`config.mk`:
```
export PLATFORM = sky130hd
export DESIGN_NAME = tlb_error_record_regs
export DESIGN_NICKNAME = d
export VERILOG_FILES = /design/src/hw/tlb_err_pkg.sv /design/src/hw/tlb_error_record_regs.sv
export SDC_FILE = /design/constraint.sdc
export NUM_CORES = 1
export LEC_CHECK = 0
export ABC_AREA = 1
export BUFFER_PORTS_ARGS = -buffer_cell sky130_fd_sc_hd__buf_2
export CAP_MARGIN = 40
export CORE_ASPECT_RATIO = 2
export CORE_MARGIN = 8
export CORE_UTILIZATION = 35
export CTS_CLUSTER_SIZE = 25
export DETAILED_ROUTE_END_ITERATION = 16
export HOLD_SLACK_MARGIN = 0.05
export PLACE_DENSITY_LB_ADDON = 0.08
export SLEW_MARGIN = 20
export SYNTH_ARGS = -nofsm -noshare
export SYNTH_HDL_FRONTEND = slang
export SYNTH_SLANG_ARGS = --single-unit
```
`constraint.sdc`:
```
create_clock -name hclk -period 1.51 [get_ports hclk]
set_input_delay 0.0755 -clock hclk [delete_from_list [all_inputs] [get_ports hclk]]
set_output_delay 0.0755 -clock hclk [all_outputs]
set_load 0.03 [all_outputs]
```
`src/hw/tlb_err_pkg.sv`:
```
`default_nettype none
package tlb_err_pkg;
  localparam logic [15:0] ERROR_FEATURE_OFS = 16'h8E80;
  localparam logic [15:0] ERROR_CONTROL_OFS = 16'h8E88;
  localparam logic [15:0] ERROR_SYNDROME_OFS = 16'h8E90;
  localparam logic [15:0] IRQ_STATUS_OFS = 16'h8EA0;
  localparam logic [15:0] IRQ_ENABLE_OFS = 16'h8EA4;
  localparam logic [15:0] IRQ_CLEAR_OFS = 16'h8EA8;
  localparam logic [15:0] ERROR_INJECTION_OFS = 16'h8EC0;
  localparam logic [15:0] SECURE_CONTROL_OFS = 16'h8E18;
  localparam logic [15:0] GATED_LOW_OFS = 16'h8E80;
  localparam logic [15:0] GATED_HIGH_OFS = 16'h8EC0;

  localparam logic [31:0] ERROR_FEATURE_VAL = 32'h0000_0081;
  localparam int FEAT_IRQ_LSB = 6;
  localparam int FEAT_DET_LSB = 0;
  localparam logic [1:0] FEAT_IRQ_CTRL = 2'h2;
  localparam logic [1:0] FEAT_DET_ALWAYS = 2'h1;

  localparam int CTRL_IRQ_EN_BIT = 3;
  localparam logic CTRL_IRQ_EN_RST = 1'b1;
  localparam int SCR_NS_BIT = 1;
  localparam int STS_VALID_BIT = 30;
  localparam int STS_OVF_BIT = 27;
  localparam int STS_CE_LSB = 24;
  localparam int STS_CODE_LSB = 0;
  localparam int INJ_TAG_BIT = 1;
  localparam int INJ_DATA_BIT = 0;
  localparam int IRQ_REC_BIT = 0;
  localparam int IRQ_OVF_BIT = 1;

  localparam logic [1:0] CE_NONE = 2'h0;
  localparam logic [1:0] CE_CORRECTED = 2'h2;
  localparam logic [1:0] CE_CLEAR_KEY = 2'h3;
  localparam logic [7:0] CODE_NONE = 8'h00;
  localparam logic [7:0] CODE_TAG = 8'h07;
  localparam logic [7:0] CODE_DATA = 8'h08;
  localparam logic [1:0] HTRANS_NONSEQ = 2'h2;
  localparam logic [1:0] HRESP_OKAY = 2'h0;

  typedef struct packed {
    logic ap_valid;
    logic ap_write;
    logic ap_nonsec;
    logic [15:0] ap_addr;
    logic fault_irq_enable;
    logic nonsecure_error_reg_access;
    logic record_valid;
    logic record_overflow;
    logic [1:0] corrected_error;
    logic [7:0] error_code;
    logic inject_tag_parity;
    logic inject_data_parity;
    logic [1:0] irq_status;
    logic [1:0] irq_enable;
    logic irq;
    logic ras_irq;
    logic [31:0] hrdata;
  } regs_s;
endpackage : tlb_err_pkg
`default_nettype wire

```
`src/hw/tlb_error_record_regs.sv`:
```
// Behaviour
// - Feature bits 7:6 read 0b10, read-only.
// - Feature bits 1:0 read 0b01.
// - Control bit 3 enables fault interrupt output.
// - Non-secure access gated: reads zero, writes ignored.
// - Valid flag set when error recorded.
// - Write-one clears valid unless CE remains.
// - Overflow set on error while CE nonzero.
// - Write-one clears overflow; zero ignored.
// - Recorded corrected error sets CE to 0b10.
// - Writing 0b11 clears CE unless overflow remains.
// - Code 0x07 tag, 0x08 data, zero without CE.
// - Writes to error code ignored.
// - Each unit instance holds own control, status.
// - Injection bit 1 corrupts written tag parity.
// - Injection bit 0 corrupts written data parity.
// - Secure control bit 1 gates non-secure access.
//
// Decided for this implementation: the AHB-Lite interface to the registers.
`default_nettype none
module tlb_error_record_regs (
  input wire logic hclk,
  input wire logic hresetn,
  input wire logic hsel,
  input wire logic [31:0] haddr,
  input wire logic [1:0] htrans,
  input wire logic hwrite,
  input wire logic [2:0] hsize,
  input wire logic [31:0] hwdata,
  input wire logic hready,
  input wire logic hnonsec,
  input wire logic tag_parity_fault,
  input wire logic data_parity_fault,
  output logic hreadyout,
  output logic [31:0] hrdata,
  output logic [1:0] hresp,
  output logic inject_tag_parity,
  output logic inject_data_parity,
  output logic ras_irq,
  output logic irq
);

  // Each instance owns its record, so several units never share status.
  tlb_err_pkg::regs_s st_r;
  tlb_err_pkg::regs_s st_nxt;
  logic hreadyout_r;

  function automatic logic gated_range(input logic [15:0] a);
    gated_range = (a >= tlb_err_pkg::GATED_LOW_OFS) &&
                  (a <= tlb_err_pkg::GATED_HIGH_OFS);
  endfunction : gated_range

  // Non-secure access is refused for the error range unless enabled, and
  // the secure control word itself is never reachable from non-secure.
  function automatic logic access_ok(input logic [15:0] a,
                                     input logic ns,
                                     input logic ns_ok);
    if (!ns) begin
      access_ok = 1'b1;
    end else if (a == tlb_err_pkg::SECURE_CONTROL_OFS) begin
      access_ok = 1'b0;
    end else if (gated_range(a)) begin
      access_ok = ns_ok;
    end else begin
      access_ok = 1'b1;
    end
  endfunction : access_ok

  function automatic logic [31:0] read_mux(input tlb_err_pkg::regs_s s,
                                           input logic [15:0] a);
    logic [31:0] d;
    d = 32'h0000_0000;
    case (a)
      tlb_err_pkg::ERROR_FEATURE_OFS: begin
        d = tlb_err_pkg::ERROR_FEATURE_VAL;
        d[tlb_err_pkg::FEAT_IRQ_LSB +: 2] = tlb_err_pkg::FEAT_IRQ_CTRL;
        d[tlb_err_pkg::FEAT_DET_LSB +: 2] = tlb_err_pkg::FEAT_DET_ALWAYS;
      end
      tlb_err_pkg::ERROR_CONTROL_OFS: begin
        d[tlb_err_pkg::CTRL_IRQ_EN_BIT] = s.fault_irq_enable;
      end
      tlb_err_pkg::ERROR_SYNDROME_OFS: begin
        d[tlb_err_pkg::STS_VALID_BIT] = s.record_valid;
        d[tlb_err_pkg::STS_OVF_BIT] = s.record_overflow;
        d[tlb_err_pkg::STS_CE_LSB +: 2] = s.corrected_error;
        d[tlb_err_pkg::STS_CODE_LSB +: 8] = s.error_code;
      end
      tlb_err_pkg::IRQ_STATUS_OFS: begin
        d[1:0] = s.irq_status;
      end
      tlb_err_pkg::IRQ_ENABLE_OFS: begin
        d[1:0] = s.irq_enable;
      end
      tlb_err_pkg::ERROR_INJECTION_OFS: begin
        d[tlb_err_pkg::INJ_TAG_BIT] = s.inject_tag_parity;
        d[tlb_err_pkg::INJ_DATA_BIT] = s.inject_data_parity;
      end
      tlb_err_pkg::SECURE_CONTROL_OFS: begin
        d[tlb_err_pkg::SCR_NS_BIT] = s.nonsecure_error_reg_access;
      end
      default: begin
        d = 32'h0000_0000;
      end
    endcase
    read_mux = d;
  endfunction : read_mux

  logic wr_dp;
  logic wr_ok;
  logic rec_event;
  logic ovf_event;
  logic ovf_clearing;
  logic ce_clearing;
  logic v_clearing;
  logic rd_take;

  always_comb begin
    st_nxt = st_r;
    wr_dp = st_r.ap_valid && st_r.ap_write;
    wr_ok = wr_dp && access_ok(st_r.ap_addr, st_r.ap_nonsec,
                               st_r.nonsecure_error_reg_access);
    ovf_clearing = 1'b0;
    ce_clearing = 1'b0;
    v_clearing = 1'b0;
    rec_event = 1'b0;
    ovf_event = 1'b0;
    if (wr_ok) begin
      case (st_r.ap_addr)
        tlb_err_pkg::ERROR_CONTROL_OFS: begin
          st_nxt.fault_irq_enable = hwdata[tlb_err_pkg::CTRL_IRQ_EN_BIT];
        end
        tlb_err_pkg::ERROR_SYNDROME_OFS: begin
          // Clears are judged against the old flags, so a flag that is
          // set and not cleared in the same write blocks its partner.
          ovf_clearing = hwdata[tlb_err_pkg::STS_OVF_BIT];
          ce_clearing = (hwdata[tlb_err_pkg::STS_CE_LSB +: 2] ==
                         tlb_err_pkg::CE_CLEAR_KEY) &&
                        !(st_r.record_overflow && !ovf_clearing);
          v_clearing = hwdata[tlb_err_pkg::STS_VALID_BIT] &&
                       !((st_r.corrected_error != tlb_err_pkg::CE_NONE) &&
                         !ce_clearing);
          // The code field takes no write data at all.
          if (ovf_clearing) begin
            st_nxt.record_overflow = 1'b0;
          end
          if (ce_clearing) begin
            st_nxt.corrected_error = tlb_err_pkg::CE_NONE;
            st_nxt.error_code = tlb_err_pkg::CODE_NONE;
          end
          if (v_clearing) begin
            st_nxt.record_valid = 1'b0;
          end
        end
        tlb_err_pkg::IRQ_ENABLE_OFS: begin
          st_nxt.irq_enable = hwdata[1:0];
        end
        tlb_err_pkg::IRQ_CLEAR_OFS: begin
          st_nxt.irq_status = st_r.irq_status & ~hwdata[1:0];
        end
        tlb_err_pkg::ERROR_INJECTION_OFS: begin
          st_nxt.inject_tag_parity = hwdata[tlb_err_pkg::INJ_TAG_BIT];
          st_nxt.inject_data_parity = hwdata[tlb_err_pkg::INJ_DATA_BIT];
        end
        tlb_err_pkg::SECURE_CONTROL_OFS: begin
          st_nxt.nonsecure_error_reg_access = hwdata[tlb_err_pkg::SCR_NS_BIT];
        end
        default: begin
          st_nxt.irq_enable = st_nxt.irq_enable;
        end
      endcase
    end
    // Recording runs after the clears so that a fault arriving with a
    // clear is kept. A tag fault wins when both strike at once because
    // it hides the data fault anyway.
    if (tag_parity_fault || data_parity_fault) begin
      rec_event = 1'b1;
      st_nxt.record_valid = 1'b1;
      if (st_nxt.corrected_error != tlb_err_pkg::CE_NONE) begin
        st_nxt.record_overflow = 1'b1;
        ovf_event = 1'b1;
      end else begin
        st_nxt.corrected_error = tlb_err_pkg::CE_CORRECTED;
        st_nxt.error_code = tag_parity_fault ? tlb_err_pkg::CODE_TAG :
                            tlb_err_pkg::CODE_DATA;
      end
    end
    if (rec_event) begin
      st_nxt.irq_status[tlb_err_pkg::IRQ_REC_BIT] = 1'b1;
    end
    if (ovf_event) begin
      st_nxt.irq_status[tlb_err_pkg::IRQ_OVF_BIT] = 1'b1;
    end
    st_nxt.irq = |(st_nxt.irq_status & st_nxt.irq_enable);
    st_nxt.ras_irq = st_nxt.fault_irq_enable && st_nxt.record_valid;
    // Address phase; reads sample the updated state to see prior writes.
    rd_take = hsel && hready && (htrans == tlb_err_pkg::HTRANS_NONSEQ ||
                                 htrans == 2'h3);
    st_nxt.ap_valid = rd_take;
    st_nxt.ap_write = hwrite;
    st_nxt.ap_nonsec = hnonsec;
    st_nxt.ap_addr = {haddr[15:2], 2'h0};
    st_nxt.hrdata = 32'h0000_0000;
    if (rd_take && !hwrite &&
        access_ok({haddr[15:2], 2'h0}, hnonsec,
                  st_nxt.nonsecure_error_reg_access)) begin
      st_nxt.hrdata = read_mux(st_nxt, {haddr[15:2], 2'h0});
    end
  end

  always_ff @(posedge hclk or negedge hresetn) begin
    if (!hresetn) begin
      st_r <= '0;
      st_r.fault_irq_enable <= tlb_err_pkg::CTRL_IRQ_EN_RST;
      hreadyout_r <= 1'b1;
    end else begin
      st_r <= st_nxt;
      hreadyout_r <= 1'b1;
    end
  end

  // The slave never inserts wait states and never signals an error.
  assign hreadyout = hreadyout_r;
  assign hresp = tlb_err_pkg::HRESP_OKAY;
  assign hrdata = st_r.hrdata;
  assign inject_tag_parity = st_r.inject_tag_parity;
  assign inject_data_parity = st_r.inject_data_parity;
  assign ras_irq = st_r.ras_irq;
  assign irq = st_r.irq;

  logic any_fault;
  logic sts_wr;
  assign any_fault = tag_parity_fault || data_parity_fault;
  assign sts_wr = wr_dp &&
                  st_r.ap_addr == tlb_err_pkg::ERROR_SYNDROME_OFS;
endmodule : tlb_error_record_regs
`default_nettype wire

```
==> results.json <==
{
  "cp_cell_sequence": "nor2_1, nand2_1, nor2_2, buf_6, nand3_2, nand2_2, nand2_4, buf_4, nand3_1, nand2_2, nand2_1, nand3_1, nor2_2, a21oi_2",
  "clock_path_buffers": 2,
  "core_sq_um": 7545,
  "powerDensity_nw_per_um2": 854.3,
  "worstSetupStartpointType": "flop",
  "num_vias": 2403,
  "rows": 45,
  "ys_seq_area_share_pct": 47.22,
  "port_buffers": 45,
  "die_w_microns": 78.17,
  "synth.avg_cell_area_sq_um": 7.956,
  "fp.dieArea_sq_um": 10970,
  "drive_gt1_share_pct": 43.24,
  "synthMuxAreaShare_pct": 0,
  "insertion_delay_ps": 290,
  "status": "complete, but fails checks",
  "p_leak_nw": 2.089,
  "yosysTopAreaCellShare_pct": 46.25,
  "slowest_delay_ps": 360,
  "hold_violations": 0,
  "busiest_layer": "met2",
  "grt_pass1_wl_microns": 11770,
  "dpl.hpwl_microns": 5635,
  "n_antenna_cell": 0,
  "synth_compound_area_share_pct": 4.440,
  "numCtsBuffers": 5,
  "grt_pass1_vias": 2568,
  "most-common-layout-cells": "58 x nand2_1, 48 x dfrtp_1, 45 x buf_2",
  "gp_congestion": 0.8331,
  "reg2reg_depth": 14,
  "ant_nets": 0,
  "met1_usage_pct": 11.42,
  "worstSetupPathType": "flop to flop",
  "synth_edf_count": 0,
  "fin_skew_ps": 4.502,
  "final_common_cell": "nand2_1",
  "synth-main-ff-cell": "dfrtp_1",
  "setup_violations": 30,
  "fmax_mhz": 565.7,
  "ir_worst_vdd_v": 0.0005741,
  "synth_cell_types": 31,
  "min_path_type": "input port to flop",
  "critical-path-slowest-cell": "dfrtp_1",
  "async_flop_share_pct": 100.0,
  "synth_top_family_by_area": "simple AND/OR/NAND/NOR gates",
  "synth_area_leaders": "dfrtp_1 46%, nand2_1 11%, buf_4 9.7%",
  "drv_slew": 0,
  "synth_area_sq_um": 2705,
  "start_util_pct": 35.85,
  "overflow": 0,
  "path_max_fanout": 6,
  "cts_tree": "built",
  "gr-usage-met3_pct": 3.269,
  "rsz0062_at_grt": "yes",
  "cap_viol_max_count": 0,
  "cp.required_ps": 1690,
  "viasPerCell": 4.409,
  "synth-adder-area-share_pct": 0,
  "cts_max_level": 2,
  "pin_count": 116,
  "layout_setup_ws_ps": -257.6,
  "synth-simple-area-share_pct": 30.02,
  "cts_root_buf": "clkbuf_16",
  "layout.nets": 528,
  "fp.dieH_microns": 140.3,
  "path_clk_slew_ps": 70,
  "grt_use_total_pct": 13.73,
  "p_total_mw": 3.358,
  "violations": "setup timing",
  "yosys_register_bits": 51,
  "drt_iter0_markers": 98,
  "synth_largest_area_cell": "dfrtp_1",
  "area_growth_pct": 45.33,
  "period_share_pct": 117.1,
  "end_kind": "flop",
  "synthCells": 340,
  "grt_use_met2_pct": 28.49,
  "routed_wl_microns": 7184,
  "antenna_found_initial": 0,
  "grt_max_degree": 52,
  "whs_path_depth": 3,
  "synthXorXnorAreaFrac_pct": 0,
  "yosys_warnings": 0,
  "drc": 0,
  "nFillCells": 773,
  "layout_min_cycle_time_ps": 1768,
  "cts.sinks": 51,
  "layout.core_utilization_pct": 52.11,
  "worstPathArrival_ps": 1950,
  "drt_first_pass_iters": 4,
  "avgRoutedWirePerCell_microns": 13.18
}
worst paths after layout:
path | startpoint | slack [ps] | to
min reg2reg | st_r[36] | 500 | st_r[36]
max in group asynchronous | hresetn | 940 | st_r[53]
max reg2reg | st_r[67] | -260 | hrdata[1]
min | data_parity_fault | 120 | st_r[43]
min in group asynchronous | hresetn | 300 | ras_irq
max | st_r[67] | -260 | hrdata[1]
flip-flops by register name (all words and copies together) (netlist names):
register / flops
hrdata: 12
inject_data_parity: 1
inject_tag_parity: 1
irq: 1
ras_irq: 1
st_r: 35
metal layers:
metal / wire length [microns] / up-vias / share of wire, %
li1: - / 1205 / -
met1: 2266 / 1145 / 32
met2: 4509 / 46 / 63
met3: 275 / 7 / 3.8
met4: 132 / 0 / 1.8
met5: 0 / - / 0
kinds of logic after synthesis:
kind of cell,Yosys count
AOI/OAI and AO/OA,19
buffers and inverters,91
DFF,51
and+or+nand+nor,177
other,2
area by class of cell:
| cell class | count | area, sq um | share of cell area, % |
|---|---|---|---|
| flip-flops and latches | 51 | 1280 | 32.56 |
| multi-input cells | 219 | 1277 | 32.50 |
| repair buffers | 120 | 892.1 | 22.69 |
| inverters | 54 | 205.2 | 5.220 |
| clock buffers | 6 | 128.9 | 3.278 |
| well taps | 94 | 117.6 | 2.992 |
| clock inverters | 1 | 30.03 | 0.7638 |
Yosys cell counts, types with 2 or more instances:
| cell type | number |
|---|---|
| a21oi_1 | 6 |
| buf_4 | 35 |
| buf_6 | 2 |
| conb_1 | 2 |
| dfrtp_1 | 50 |
| inv_1 | 51 |
| inv_2 | 3 |
| nand2_1 | 82 |
| nand2_2 | 6 |
| nand2_4 | 2 |
| nand3_1 | 23 |
| nand3_2 | 4 |
| nand4_1 | 4 |
| nor2_1 | 41 |
| nor2_2 | 5 |
| nor3_1 | 2 |
| nor4_1 | 2 |
| o211ai_1 | 2 |
| o21ai_0 | 5 |
| or2_2 | 2 |
critical path, delay by kind of cell, from the launching register on:
family	cells	cell delay [ps]
AND/OR/NAND/NOR	11	930
AO/OA/AOI/OAI	1	70
buffers and inverters	2	300
flip-flops	1	360
power breakdown:
| group | internal, mW | total (mW) | switching (mW) |
|---|---|---|---|
| combinational | 0.254 | 0.616 | 0.362 |
| clock | 0.774 | 1.27 | 0.493 |
| sequential | 1.43 | 1.47 | 0.0408 |
what timing repair did:
action,in CTS,in global routing
hold buffers,20,0
hold endpoints to repair,69,0
resized for setup,29,59
endpoints found under the setup margin,34,34
pin swaps,13,19
buffers inserted,4,6
per-stage QoR:
step / cells / worst slack (ps) / hold slack [ps] / setup TNS [ps] / instance area [sq um]
final: 545 / -257.6 / 116.4 / -4834 / 3931
after global routing: 545 / -381.8 / 120.0 / -8740 / 3931
after CTS: 539 / -272.1 / 113.3 / -5438 / 3711
after detailed placement: 508 / -405.3 / 87.74 / -7209 / 3216
after global placement: 508 / -400.4 / 87.64 / -6641 / 3216
after floorplan: 361 / -113.3 / -220.1 / -1048 / 2808
Note: power is estimated with default switching activity, not from simulation.
